<file path="src/logic/adcws_pkg.sv">
// shared constants and carriers for the result word serializer
package adcws_pkg;
  localparam int WORD_BITS    = 24;  // serial word length
  localparam int RESULT_BITS  = 20;  // result field width
  localparam int EXTRA_BITS   = 8;   // trailing always-high bits
  localparam int BUSY_POS     = 23;  // conversion-busy flag position
  localparam int CHAN_POS     = 22;  // channel flag position
  localparam int SIGN_POS     = 21;  // sign flag position
  localparam int RANGE_POS    = 20;  // range-exceeded flag position
  localparam int FIFO_WIDTH   = 24;  // fifo word width
  localparam int FIFO_DEPTH   = 8;   // fifo depth
  // clock-source detection: window timed in mclk cycles
  localparam int MCLK_HZ      = 25000000;
  localparam int MIN_EXT_HZ   = 2560;  // least detectable external clock
  localparam int NOTCH_DIV    = 2560;  // external clock per notch period
  // window long enough to see two edges of the slowest clock
  localparam int DET_WINDOW   = (MCLK_HZ + MIN_EXT_HZ - 1) / MIN_EXT_HZ;
  localparam int DET_EDGES    = 2;
  // saturation limits of the result field (one-eighth beyond the span)
  localparam logic [19:0] SAT_HIGH  = 20'h1FFFF;
  localparam logic [19:0] SAT_LOW   = 20'hE0000;
  localparam logic [23:0] WORD_RST  = 24'hFFFFFF;

  // one finished conversion as handed to the serializer
  typedef struct packed {
    logic        chan;   // 0 first_input, 1 second_input
    logic        sign;   // sign_flag
    logic        range;  // range_exceeded_flag
    logic [19:0] value;  // result field
  } adcws_result_type;

  typedef enum logic [1:0] {
    ST_CONVERT,
    ST_SLEEP,
    ST_OUTPUT
  } adcws_state_type;
endpackage : adcws_pkg

</file>
<file path="src/logic/adc_result_word_serializer.sv">
// result word assembly, serial output port and conversion clock select
//
// Behaviour
// - 24-bit word, four status then result
// - bit 23 busy high while converting
// - busy on data out when select low
// - bit 22 channel, single-input variant low
// - bit 21 sign, high for positive
// - bit 20 set outside zero to reference
// - bits 19..0 result, MSB first
// - select high: output off, clocks ignored
// - busy falls at once on completion
// - bit 22 presented on first falling edge
// - bit 0 on 23rd falling edge
// - 24th falling edge starts conversion, output high
// - range codes wrap as documented
// - saturate beyond the extended range
// - select low 60Hz, high 50Hz
// - select change harms only current conversion
// - detect external clock, stop internal oscillator
// - external notch is clock over 2560
// - no external clock: back to internal
// - output starts on rising clock, select low
// - output ends after 24 bits or select rise
// - eight extra clocks give high bits
`timescale 1ns/1ps
module adc_result_word_serializer
  import adcws_pkg::*;
#(
  parameter bit          TWO_INPUTS = 1'b1,
  parameter int unsigned DET_CYCLES = DET_WINDOW
) (
  input  wire logic              mclk,
  input  wire logic              rst_n,
  input  wire logic              csN,          // chip select pin
  input  wire logic              sck,          // serial clock pin
  input  wire logic              rejection_select_pin,
  output logic                   sdoOut,       // serial data out
  output logic                   sdoOe,        // high while driving
  // filter side: conversion handshake
  output logic                   convStart,    // one-cycle start pulse
  input  wire logic              convDone,     // one-cycle completion
  input  wire adcws_result_type  convResult,   // valid with convDone
  input  wire logic              convChan,     // channel in use
  input  wire logic              convTick,     // internal oscillator tick
  output logic                   convBusy,     // conversion running
  output logic                   notch50,      // 1: 50Hz, 0: 60Hz
  output logic                   extClkSel,    // external clock in use
  output logic                   intOscEn,     // internal oscillator on
  output logic                   convClkEn,    // selected conversion tick
  output logic                   resultLost    // fifo full on completion
);
  ////////////////////////////////////////////////////////////////////////
  // pin synchronisers
  logic [1:0] csSync;   // chip select pair
  logic [1:0] sckSync;  // serial clock pair
  logic [1:0] rsSync;   // rejection select pair
  logic       sckPrev;  // last synced clock, for edges
  logic       rsPrev;   // last synced select, for edges

  always_ff @(posedge mclk) begin
    if (!rst_n) begin
      csSync  <= 2'h3;
      sckSync <= 2'h0;
      rsSync  <= 2'h0;
      sckPrev <= 1'b0;
      rsPrev  <= 1'b0;
    end else begin
      csSync  <= {csSync[0], csN};
      sckSync <= {sckSync[0], sck};
      rsSync  <= {rsSync[0], rejection_select_pin};
      sckPrev <= sckSync[1];
      rsPrev  <= rsSync[1];
    end
  end

  // the host's pins move at any time; two flops tame them before use,
  // so every edge seen here trails the pin by about two cycles
  wire csLow   = !csSync[1];
  wire sckRise = sckSync[1] && !sckPrev;
  wire sckFall = !sckSync[1] && sckPrev;
  wire rsEdge  = rsSync[1] != rsPrev;

  ////////////////////////////////////////////////////////////////////////
  // word assembly with saturation
  function automatic logic [23:0] build_word(input adcws_result_type r,
                                             input logic chan);
    logic [19:0] v;
    v = r.value;
    // clamp beyond the extended span; the filter may overshoot
    if (!r.sign && r.range && v < SAT_LOW) begin
      v = SAT_LOW;
    end else if (r.sign && r.range && v > SAT_HIGH) begin
      v = SAT_HIGH;
    end
    // busy low in a finished word; range wrap coding kept as given
    build_word = {1'b0, chan, r.sign, r.range, v};
  endfunction : build_word

  // the single-input variant ties the channel bit low
  wire             chanBit  = TWO_INPUTS ? convChan : 1'b0;
  wire [23:0]      doneWord = build_word(convResult, chanBit);
  logic            fifoInReady;
  logic [23:0]     fifoOutData;
  logic            fifoOutValid;
  logic            fifoPop;

  // finished words queue here until the serializer claims one
  adcws_fifo #(
    .WIDTH (FIFO_WIDTH),
    .DEPTH (FIFO_DEPTH)
  ) uFifo (
    .mclk     (mclk),
    .rst_n    (rst_n),
    .inData   (doneWord),
    .inValid  (convDone),
    .inReady  (fifoInReady),
    .outData  (fifoOutData),
    .outValid (fifoOutValid),
    .outReady (fifoPop)
  );

  ////////////////////////////////////////////////////////////////////////
  // conversion cycle state machine
  // convert, sleep and data output follow one another in a ring; a cut
  // read and a full read both lead back to convert
  adcws_state_type state;
  adcws_state_type next_state;
  logic [23:0]     shiftReg;   // output shift register
  logic [5:0]      bitCount;   // falling edges seen in output and convert states
  logic            doStart;    // begin a new conversion

  // sleep leaves only on rising clock with select low
  wire enterOutput = (state == ST_SLEEP) && csLow && sckRise;
  // ends after 24 falls, or when select rises mid output
  wire endByCount  = (state == ST_OUTPUT) && csLow && sckFall &&
                     (bitCount == 6'(WORD_BITS - 1));
  wire endBySelect = (state == ST_OUTPUT) && !csLow;
  // an empty fifo holds the device in convert until a finished word arrives
  wire convFinish  = (state == ST_CONVERT) && fifoOutValid;

  // the word is claimed as convert ends; sleep then holds it static
  assign fifoPop = convFinish;

  always_comb begin
    next_state = state;
    doStart    = 1'b0;
    case (state)
      ST_CONVERT: begin
        if (convFinish) begin
          next_state = ST_SLEEP;
        end
      end
      ST_SLEEP: begin
        if (enterOutput) begin
          next_state = ST_OUTPUT;
        end
      end
      ST_OUTPUT: begin
        if (endByCount || endBySelect) begin
          next_state = ST_CONVERT;
          doStart    = 1'b1;
        end
      end
      default: begin
        next_state = ST_CONVERT;
      end
    endcase
  end

  // state register
  always_ff @(posedge mclk) begin
    if (!rst_n) begin
      state <= ST_CONVERT;
    end else begin
      state <= next_state;
    end
  end

  ////////////////////////////////////////////////////////////////////////
  // shift register: falls shift in ones; trailing bits read high from the busy level
  // falls with select high never reach it, so a parked word survives
  always_ff @(posedge mclk) begin
    if (!rst_n) begin
      shiftReg <= WORD_RST;
      bitCount <= 6'h00;
    end else if (convFinish) begin
      shiftReg <= fifoOutData;
      bitCount <= 6'h00;
    end else if (csLow && sckFall &&
                 (state == ST_OUTPUT || state == ST_CONVERT)) begin
      // only falls with select low move the register
      shiftReg <= {shiftReg[22:0], 1'b1};
      bitCount <= (bitCount == 6'h3F) ? bitCount : bitCount + 6'h01;
    end
  end

  ////////////////////////////////////////////////////////////////////////
  // serial data pin: busy level outside output, word bit during it
  // convert shows busy only, so a word cut short by select cannot
  // leak its leftover bits while the host polls the pin
  wire busyLevel = (state == ST_CONVERT);
  wire shiftOut  = (state == ST_OUTPUT);
  wire next_sdo  = shiftOut ? shiftReg[BUSY_POS] : busyLevel;

  // data level register
  always_ff @(posedge mclk) begin
    if (!rst_n) begin
      sdoOut <= 1'h1;
    end else begin
      sdoOut <= next_sdo;
    end
  end

  // driver enable follows the synced select
  always_ff @(posedge mclk) begin
    if (!rst_n) begin
      sdoOe <= 1'h0;
    end else begin
      sdoOe <= csLow;
    end
  end

  ////////////////////////////////////////////////////////////////////////
  // external clock detection over a window of mclk cycles
  // a steady level gives no edges, so a tied pin reads as internal;
  // the window holds two edges of the slowest clock allowed while
  // staying short enough to notice a lost clock quickly
  logic [$clog2(DET_WINDOW+1)-1:0] winCount;  // window timer
  logic [1:0]                      edgeCount; // edges this window
  logic                            extSeen;   // detection result
  wire winEnd = (winCount == '0);

  always_ff @(posedge mclk) begin
    if (!rst_n) begin
      winCount  <= '0;
      edgeCount <= 2'h0;
      extSeen   <= 1'b0;
    end else if (winEnd) begin
      // count edges, decide once per window
      winCount  <= ($clog2(DET_WINDOW+1))'(DET_CYCLES - 1);
      extSeen   <= (edgeCount >= 2'(DET_EDGES));
      edgeCount <= 2'h0;
    end else begin
      winCount  <= winCount - 1'b1;
      if (rsEdge && edgeCount != 2'h3) begin
        edgeCount <= edgeCount + 2'h1;
      end
    end
  end

  ////////////////////////////////////////////////////////////////////////
  // source select, switched only between conversions for no glitch
  // a level change mid conversion waits; only that one suffers
  wire srcHold        = (state == ST_CONVERT);
  // external clock rise drives the filter; 2560 per notch
  wire extTick        = rsSync[1] && !rsPrev;
  wire next_convClkEn = extClkSel ? extTick : convTick;

  // clock source and notch, frozen while a conversion runs
  always_ff @(posedge mclk) begin
    if (!rst_n) begin
      extClkSel <= 1'h0;
      intOscEn  <= 1'h1;
      notch50   <= 1'h0;
    end else if (!srcHold) begin
      extClkSel <= extSeen;
      intOscEn  <= !extSeen;
      notch50   <= rsSync[1];
    end
  end

  // selected conversion tick, never a mix of both sources
  always_ff @(posedge mclk) begin
    if (!rst_n) begin
      convClkEn <= 1'h0;
    end else begin
      convClkEn <= next_convClkEn;
    end
  end

  // conversion handshake towards the filter
  always_ff @(posedge mclk) begin
    if (!rst_n) begin
      convStart <= 1'h0;
      convBusy  <= 1'h1;
    end else begin
      convStart <= doStart;
      convBusy  <= (next_state == ST_CONVERT);
    end
  end

  // fifo overflow: a finished word had nowhere to go
  always_ff @(posedge mclk) begin
    if (!rst_n) begin
      resultLost <= 1'h0;
    end else begin
      resultLost <= convDone && !fifoInReady;
    end
  end
endmodule : adc_result_word_serializer

</file>
<file path="src/logic/adcws_fifo.sv">
// small synchronous fifo for finished conversion words
`timescale 1ns/1ps
module adcws_fifo #(
  parameter int WIDTH = 24,
  parameter int DEPTH = 8
) (
  input  wire logic             mclk,
  input  wire logic             rst_n,
  input  wire logic [WIDTH-1:0] inData,
  input  wire logic             inValid,
  output logic                  inReady,
  output logic      [WIDTH-1:0] outData,
  output logic                  outValid,
  input  wire logic             outReady
);
  localparam int AW = $clog2(DEPTH);

  logic [WIDTH-1:0] mem [DEPTH];   // storage
  logic [AW-1:0]    wrPtr;         // write index
  logic [AW-1:0]    rdPtr;         // read index
  logic [AW:0]      count;         // words held
  wire              doWrite = inValid && inReady;
  wire              doRead  = outValid && outReady;

  // full and empty from the count; a pointer-wide compare would wrap to 0
  assign inReady  = (count < (AW+1)'(DEPTH));
  assign outValid = (count != '0);
  assign outData  = mem[rdPtr];

  // storage write
  always_ff @(posedge mclk) begin
    if (doWrite) begin
      mem[wrPtr] <= inData;
    end
  end

  // pointers and count
  always_ff @(posedge mclk) begin
    if (!rst_n) begin
      wrPtr <= '0;
      rdPtr <= '0;
      count <= '0;
    end else begin
      if (doWrite) begin
        wrPtr <= (wrPtr == AW'(DEPTH-1)) ? '0 : wrPtr + 1'b1;
      end
      if (doRead) begin
        rdPtr <= (rdPtr == AW'(DEPTH-1)) ? '0 : rdPtr + 1'b1;
      end
      count <= count + (AW+1)'(doWrite) - (AW+1)'(doRead);
    end
  end
endmodule : adcws_fifo

</file>
<file path="config.mk">
export PLATFORM = sky130hd
export DESIGN_NAME = adc_result_word_serializer
export DESIGN_NICKNAME = d
export VERILOG_FILES = /design/src/logic/adcws_pkg.sv /design/src/logic/adc_result_word_serializer.sv /design/src/logic/adcws_fifo.sv
export SDC_FILE = /design/constraint.sdc
export NUM_CORES = 1
export LEC_CHECK = 0
export BUFFER_PORTS_ARGS = -buffer_cell sky130_fd_sc_hd__buf_2
export CORE_MARGIN = 2
export CORE_UTILIZATION = 61
export DETAILED_ROUTE_END_ITERATION = 10
export PLACE_DENSITY = 0.83
export RECOVER_POWER = 50
export SETUP_SLACK_MARGIN = 0.4
export SKIP_CTS_REPAIR_TIMING = 1
export SYNTH_ARGS = -nofsm -noshare
export SYNTH_HDL_FRONTEND = slang
export SYNTH_SLANG_ARGS = --single-unit
export TNS_END_PERCENT = 20
</file>
<file path="constraint.sdc">
create_clock -name mclk -period 4.2 [get_ports mclk]
set_input_delay 0.21 -clock mclk [delete_from_list [all_inputs] [get_ports mclk]]
set_output_delay 0.21 -clock mclk [all_outputs]
set_load 0.01 [all_outputs]
</file>
# Yosys cells after proc, flatten, opt, wreduce, memory -nomap -nowiden
# Memory sizes are Yosys's and may differ from the RTL's. A register that Yosys moved wholly into a read port is not among the register bits.
# Cells that the tools add are included.
# classes
addsub	7
magnitude_cmp	4
n_eq_ne	8
n_mux	18
bitwise_logic	2
n_reduce_logical	38
# ops
cell	count
24-bit two-way mux	2
20-bit two-way mux	2
20-bit by 17-bit greater-than comparator with 1-bit output, second input constant	1
1-bit logical AND	20
20-bit less-than comparator, second input constant	1
14-bit zero test	1
14-bit two-way mux	1
14-bit by 1-bit subtractor with 14-bit output, second input constant	1
3-bit two-way mux	4
1-bit zero test	7
3-bit by 1-bit adder with 3-bit output, second input constant	2
6-bit by 1-bit adder with 6-bit output, second input constant	1
3-bit equality test, second input constant	2
6-bit by 5-bit equality test with 1-bit output, second input constant	1
6-bit equality test, second input constant	1
2-bit two-way mux	3
2-bit case mux with 3 select lines	1
1-bit two-way mux	5
4-bit by 1-bit adder with 4-bit output	1
2-bit zero test	2
4-bit less-than comparator, second input constant	1
2-bit AND reduction	2
4-bit nonzero test	1
2-bit OR reduction	2
other kinds (10)	12
# word_totals
ff_bits	76
ram_bits	184
in_bits	31
output_inout_bits	9
word_cells	102
mem_count	1
# memory_table
name	depth	width	rd	rd_clocked_by_memory_dff	wr	line_no	rtl
uFifo.mem	8	23	1	1	1	adcws_fifo.sv:18	logic [WIDTH-1:0] mem [DEPTH];

# Logic depth before layout (Yosys ltp)
# Gate-level depths: netlist of run 1.
# depth
ltp_word	8
depth_mapped	12
depth_no_buf	12

# Modules after synthesis
# A second synthesis of run 1 with hierarchy kept.
# unflattened
hier_cells	668
area_unflattened_um2	10800.4
# by_module_without_submodules
mod	instances	cells_each	area_per_inst_um2	seq_area_each_um2
adcws_fifo	1	352	7895.1	6025.8
adc_result_word_serializer	1	316	2905.3	1321.3

# Worst setup path after synthesis of run 1
# No wires, ideal clock.
# synth_timing
path_type	reg-to-reg
start	register uFifo.count[3]
end	memory uFifo.mem[0][0] (netlist bit), enable pin
setup_time_ns	0.461
arrival_ns	2.845
t_required_ns	3.739
path_slack_ns	0.894
path_stages_with_launch	4
path_buffers	1
synth_period_minus_slack_ns	3.306
cell_sequence	dfxtp_1 -> nand2b_1 -> clkbuf_1 -> nor4_1
# synth_via
elab_chain_len	4
# synth_rtl
item	line_no	rtl
start: declaration	adcws_fifo.sv:21	logic [AW:0] count;
start signal: assignment	adcws_fifo.sv:50	count <= count + (AW+1)'(doWrite) - (AW+1)'(doRead);
4-bit less-than comparator	adcws_fifo.sv:26	assign inReady = (count < (AW+1)'(DEPTH));
1-bit logical AND	adcws_fifo.sv:22	wire doWrite = inValid && inReady;
1-bit two-way mux	adcws_fifo.sv:32	if (doWrite) begin
1-bit two-way mux (not written as such)	adcws_fifo.sv:33	mem[wrPtr] <= inData;
end: declaration	adcws_fifo.sv:18	
# Every way passes these cells.

# Worst setup path in the final report of run 1
# layout_timing
start	register uFifo.count[3]
end	register uFifo.count[2]
# layout_via
elab_chain_len	4
elab_cells_between_ends	7
cone_classes	2 x add/sub; 1 x order compare; 4 x reduce/logical
# layout_rtl
item	line_no	rtl
4-bit nonzero test *	adcws_fifo.sv:27	assign outValid = (count != '0);
1-bit logical AND	adc_result_word_serializer.sv:140	wire convFinish = (state == ST_CONVERT) && fifoOutValid;
1-bit logical AND *	adcws_fifo.sv:23	wire doRead = outValid && outReady;
net uFifo.doRead	adcws_fifo.sv:23	
4-bit by 1-bit subtractor with 4-bit output *	adcws_fifo.sv:50	
# Mark *: on every way through the listed nets, which the timed path passes. The rest lies on a longest branch.
# A chain may end at the register's enable or synchronous reset.

==> flow_metrics.env, run 1 <==
export IMPL_status="finished, violations left"
export IMPL_violations="max-capacitance violations, max-slew violations"
export IMPL_io_pins=40
export IMPL_synth_edff_count=184
export IMPL_arrival_ns=3.56
export IMPL_ant_nets=0
export IMPL_place_area_sq_mm=0.0108
export IMPL_wl_per_cell_um=21.5
export IMPL_start_kind="register"
export IMPL_hold_violations=0
export IMPL_rsz0062_at_grt="false"
export IMPL_max_stage_delay_ns=0.82
export IMPL_fin_util_pct=70.0
export IMPL_antenna_found_initial=0
export IMPL_cts_sinks=263
export IMPL_multi_input_area_sq_mm=0.00306
export IMPL_tightest_slew_ns=1.79
export IMPL_initial_core_util_pct=62.5
export IMPL_max_clock_path_buffers=3
export IMPL_clock_latency_ns=0.52
export IMPL_fin_tns_setup_ns=0
export IMPL_p_per_area_mw_per_mm2=602
export IMPL_ys_flop_type="edfxtp_1"
export IMPL_n_antenna_cell=0
export IMPL_max_freq_mhz=317
export IMPL_yosys_area_top_type_share_pct=53.3
export IMPL_final_cell_mix="edfxtp_1 (184), dfxtp_1 (77), nand2_1 (63), mux4_2 (46)"
export IMPL_drv_slew=96
export IMPL_setup_violations_final=0
export IMPL_place_port_buffers=38
export IMPL_die_x_um=134
export IMPL_yosys_warnings=0
export IMPL_drt_pass1_iter_count=5
export IMPL_worst_ep_required_time_ns=4.61
export IMPL_grt_max_degree=39
export IMPL_yosys_top_cells_area="edfxtp_1 (53%), dfxtp_1 (15%), mux4_2 (10%)"
export IMPL_cts_max_level=1
export IMPL_fin_area_sq_mm=0.0116
export IMPL_synth_area_leader_cell="edfxtp_1"
export IMPL_worst_slack_ns=1.05
export IMPL_ys_types=52
export IMPL_layout_drive_gt1_share_pct=17.8
export IMPL_dpl_hpwl_um=11600
export IMPL_crit_path_end_kind="register"
export IMPL_crit_fanout=9
export IMPL_rrSetupSlack_ns=1.05
export IMPL_wirelength_um=20200
export IMPL_avgSynthCellArea_sq_um=15.9
export IMPL_min_period_ns=3.15
export IMPL_drt_iter0_drc=449
export IMPL_grtUsageTotal_pct=23.3
export IMPL_hold_path_class="input pin to register"
export IMPL_detail_route_vias_per_cell=6.14
export IMPL_hold_end="intOscEn$_SDFFE_PN1P_"
export IMPL_post_route_period_util_pct=75.0
export IMPL_cts_made_buffers=26
export IMPL_cts_tree="done"
export IMPL_top_usage_layer="met2"
export IMPL_row_count=47
export IMPL_die_area_sq_mm=0.0181
export IMPL_path_class="register to register"
export IMPL_leakagePower_nw=3.89
export IMPL_grtUsageMet1_pct=31.5
export IMPL_yosysSeqAreaShare_pct=68.5
export IMPL_num_vias=5765
export IMPL_max_cap_viol_count=4
export IMPL_met3_usage_pct=3.82
export IMPL_path_cells="inv_1, ha_1, nand2b_1, o21ai_0, inv_1, ha_1, inv_1, ha_1, fa_1, xor2_1, and2_1"
export IMPL_reg2reg_from="uFifo.count[3]$_SDFF_PN0_"
export IMPL_ff2ff_path_depth=11
export IMPL_layout_commonest_cell="edfxtp_1"
export IMPL_grt_ovfl_total=0
export IMPL_die_y_um=134
export IMPL_min_from="rst_n"
export IMPL_path_clk_slew_ns=0.06
export IMPL_maxSlewHeadroom_pct=-19.3
export IMPL_reg2reg_to="uFifo.count[2]$_SDFF_PN0_"
export IMPL_gp_congestion=0.745
export IMPL_netlist_area_sq_mm=0.0104
export IMPL_synth_seq_cells=263
export IMPL_grt_pass1_wl_um=31900
export IMPL_syn_nets=698
export IMPL_area_growth_pct=11.9
export IMPL_async_flop_share_pct=0
export IMPL_max_vdd_ir_drop_uv=496
export IMPL_gr_usage_met2_pct=39.3
export IMPL_drc_errors=0
export IMPL_holdPathStages=2
export IMPL_grt_pass1_vias=5870
export IMPL_finalPower_w=0.00699
export IMPL_fillerInstances=1035
export IMPL_finalNetCount=746
export IMPL_dp_slack_ns=1.69
export IMPL_fin_skew_ns=0.0157
export IMPL_cpMaxStageDelayCell="o21ai_0"
export IMPL_cts_root_buffer="clkbuf_16"
export IMPL_synthCells=651
export IMPL_core_area_sq_mm=0.0166
export IMPL_layout_area_seq_sq_mm=0.00711
==> final cells by class <==
type,count,share of cell area (%)
clock inverter,15,0.916
multi-input combinational,336,26.4
sequential,263,61.3
clock buffer,33,5.83
timing repair buffer,54,2.66
tap,220,2.37
inverter,18,0.582
==> cells in the mapped netlist, types with 2 or more instances <==
cell type / count
edfxtp_1: 184
dfxtp_1: 79
nand2_1: 63
mux4_2: 46
mux2i_1: 26
a32oi_1: 22
nor2_1: 22
clkbuf_1: 21
o21a_1: 19
inv_1: 18
ha_1: 15
a21boi_0: 10
and2_1: 10
buf_2: 10
nor3_1: 10
a21oi_1: 9
nand2b_1: 9
o21ai_0: 9
nor2b_1: 7
xnor2_1: 7
xor2_1: 7
nor4_1: 5
nor3b_1: 4
o31ai_1: 4
and3_1: 3
a211oi_1: 2
buf_6: 2
nand3_1: 2
nand4_1: 2
or4_1: 2
==> layer usage <==
metal	share of wire [%]	routed length [um]
met5	0	0
met3	6.5	1310
met2	51	10200
met1	41	8190
met4	2.4	476
==> state kept, by name, summed over array words and instances, names as in the netlist, 2 cells and up, named ones only <==
| name | cells |
|---|---|
| uFifo.mem | 184 |
| shiftReg | 24 |
| winCount | 14 |
| bitCount | 6 |
| uFifo.count | 4 |
| uFifo.rdPtr | 3 |
| uFifo.wrPtr | 3 |
| csSync | 2 |
| edgeCount | 2 |
| rsSync | 2 |
| sckSync | 2 |
| state | 2 |
==> cells by family after synthesis <==
logic type | share of synthesized area [%]
fa+ha+maj | 2.00
simple gates | 7.30
flops | 68.5
mux | 12.5
compound gates | 6.31
xor+xnor | 1.18
buf+inv | 2.15
==> metrics by stage <==
step                      std cells  hold slack, ns
final                           939           0.123
after global routing            939           0.156
after CTS                       932          -0.130
after detailed placement        884           0.405
after global placement          884           0.393
after floorplan                 651           0.309
==> critical path: cells and delay by family, from the launching register on <==
family	cells	cell delay, ns
compound gates	1	0.82
xor+xnor	1	0.15
fa+ha+maj	4	1.11
buf+inv	3	0.45
flops	1	0.32
simple gates	2	0.20
==> worst max path at each step <==
stage                                    startpoint                   endpoint  slack [ns]  depth (start not counted)
after floorplan           uFifo.count[3]$_SDFF_PN0_  uFifo.mem[0][0]$_DFFE_PP_        0.89                          3
after global placement    uFifo.count[2]$_SDFF_PN0_  uFifo.count[2]$_SDFF_PN0_        1.76                         11
after detailed placement  uFifo.count[3]$_SDFF_PN0_  uFifo.count[2]$_SDFF_PN0_        1.69                         11
after CTS                 uFifo.count[3]$_SDFF_PN0_  uFifo.count[2]$_SDFF_PN0_        1.68                         11
after global routing      uFifo.count[3]$_SDFF_PN0_  uFifo.count[2]$_SDFF_PN0_        0.83                         11
final                     uFifo.count[3]$_SDFF_PN0_  uFifo.count[2]$_SDFF_PN0_        1.05                         11
==> power by group <==
group / switching, W / internal, W
Combinational: 0.000778 / 0.000725
Clock: 0.000907 / 0.00120
Sequential: 0.000267 / 0.00311
(Power assumes the default switching activity.)
==> run 2: changes to the inputs <==
==> constraint.sdc (replaced) <==
create_clock -name mclk -period 2.9 [get_ports mclk]
set_input_delay 0.145 -clock mclk [delete_from_list [all_inputs] [get_ports mclk]]
set_output_delay 0.145 -clock mclk [all_outputs]
set_load 0.01 [all_outputs]
==> run 2 against run 1 <==
  * The run now ends clean
  * Global-route usage hardly changed
  * Clock power rose by 66%
  * Final cell count increased by 0.85%
  * Non-clock buffer count is 8 higher
  * Via count increased by 1.6%
  * Setup slack lost 0.66 ns
  * Register-to-register slack lost 0.66 ns
  * Flip-flop and latch count is the same
  * Critical endpoint is now winCount[4]$_SDFF_PP0_
  * Highest routed layer unchanged
==> flow_metrics.env, run 2 (same netlist as run 1, synthesis figures left out) <==
export IMPL_gp_congestion=0.774
export IMPL_critPathBufInv=0
export IMPL_antenna_found_initial=0
export IMPL_min_period_ns=2.51
export IMPL_crit_path_end_kind="register"
export IMPL_wirelength_um=20500
export IMPL_crit_fanout=10
export IMPL_grt_pass1_vias=5974
export IMPL_max_freq_mhz=399
export IMPL_area_growth_pct=13.8
export IMPL_max_clock_path_buffers=3
export IMPL_multi_input_area_sq_mm=0.00305
export IMPL_hold_path_class="input pin to register"
export IMPL_reg_top3="uFifo.mem: 184 flops, shiftReg: 24 flops, winCount: 14 flops"
export IMPL_p_per_area_mw_per_mm2=904
export IMPL_wl_per_cell_um=21.7
export IMPL_final_cell_mix="edfxtp_1 (184), dfxtp_1 (77), nand2_1 (63), mux4_2 (46)"
export IMPL_die_y_um=134
export IMPL_initial_core_util_pct=62.5
export IMPL_place_area_sq_mm=0.0109
export IMPL_fin_skew_ns=0.0165
export IMPL_cts_max_level=1
export IMPL_detail_route_vias_per_cell=6.18
export IMPL_io_pins=40
export IMPL_hold_violations=0
export IMPL_grtUsageTotal_pct=23.3
export IMPL_worst_slack_ns=0.392
export IMPL_num_vias=5855
export IMPL_max_cap_viol_count=0
export IMPL_finalNetCount=754
export IMPL_rrSetupSlack_ns=0.39
export IMPL_drt_iter0_drc=492
export IMPL_core_area_sq_mm=0.0166
export IMPL_post_route_period_util_pct=86.5
export IMPL_rsz0062_at_grt="false"
export IMPL_setup_violations_final=0
export IMPL_grt_ovfl_total=0
export IMPL_whs_ns=0.0749
export IMPL_clock_latency_ns=0.53
export IMPL_maxSlewHeadroom_pct=6.88
export IMPL_fin_tns_setup_ns=0
export IMPL_cts_sinks=263
export IMPL_grt_max_degree=39
export IMPL_largest_register_ffs=184
export IMPL_layout_area_seq_sq_mm=0.00711
export IMPL_place_port_buffers=38
export IMPL_worst_ep_required_time_ns=3.30
export IMPL_fin_area_sq_mm=0.0118
export IMPL_n_antenna_cell=0
export IMPL_leakagePower_nw=4.02
export IMPL_die_x_um=134
export IMPL_ant_nets=0
export IMPL_cpMaxStageDelayCell="nor4_1"
export IMPL_cts_made_buffers=26
export IMPL_drt_pass1_iter_count=4
export IMPL_layout_drive_gt1_share_pct=19.7
export IMPL_crit_family="simple AND/OR/NAND/NOR gates"
export IMPL_tightest_slew_ns=1.40
export IMPL_max_stage_delay_ns=1.00
export IMPL_path_cells="nor4_1, nand4_2, nand2_1, nor2_1"
export IMPL_layout_commonest_cell="edfxtp_1"
export IMPL_cts_root_buffer="clkbuf_16"
export IMPL_grt_pass1_wl_um=32100
export IMPL_dpl_hpwl_um=11400
export IMPL_die_area_sq_mm=0.0181
export IMPL_status="finished, final reports clean"
export IMPL_regMostFlops="uFifo.mem"
export IMPL_drv_slew=0
export IMPL_max_vdd_ir_drop_uv=756
export IMPL_fillerInstances=1039
export IMPL_start_kind="register"
export IMPL_path_class="register to register"
export IMPL_row_count=47
export IMPL_cts_tree="done"
export IMPL_path_clk_slew_ns=0.06
export IMPL_drc_errors=0
export IMPL_arrival_ns=2.90
export IMPL_dp_slack_ns=0.456
[run 2: changes by cell type in the layout (fill, tap and decap cells not counted), sizes merged]
cell / previous run / this run
clkinvlp: 4 / 3
clkinv: 10 / 9
buf: 30 / 37
clkbuf: 50 / 48
dlygate4sd3: 7 / 8
bufinv: 1 / 5
[run 2: through the flow]
stage | cells | util [%] | power, W
after floorplan | 651 | - | 0.00660
after global placement | 891 | 65.6 | 0.00704
after detailed placement | 891 | 65.6 | 0.00721
after CTS | 939 | 71.1 | 0.0107
after global routing | 947 | 71.2 | 0.0111
final | 947 | 71.2 | 0.0107
[run 2: area by class of cell]
class                           count  area share (%)
Inverter                           18           0.573
Timing Repair Buffer               62            3.28
Clock buffer                       31            5.84
Clock inverter                     17            1.90
Tap cell                          220            2.33
Sequential cell                   263            60.2
Multi-Input combinational cell    336            25.8
[run 2: worst paths after layout]
check                                                  end  cells after the start                    from
worst max register to register      winCount[4]$_SDFF_PP0_                      4  winCount[5]$_SDFF_PN0_
worst max-delay path                winCount[4]$_SDFF_PP0_                      4  winCount[5]$_SDFF_PN0_
worst min-delay path            uFifo.mem[5][11]$_DFFE_PP_                      2          convResult[11]
worst min register to register        csSync[1]$_SDFF_PN1_                      1    csSync[0]$_SDFF_PN1_
[run 2: where the power goes]
part	switching, W	internal [W]
combinational	0.00122	0.00110
sequential	0.000339	0.00450
clock	0.00136	0.00214
total	0.00292	0.00775
[run 2: routing by layer]
| layer | track usage [%] | wire (um) | vias to the layer above | share of wire [%] |
|---|---|---|---|---|
| li1 | - | - | 2616 | - |
| met2 | 41.3 | 10600 | 217 | 51 |
| met4 | 6.49 | 464 | 0 | 2.3 |
| met1 | 30.0 | 8240 | 2974 | 40 |
| met3 | 3.82 | 1270 | 48 | 6.2 |
| met5 | 0 | 0 | - | 0 |
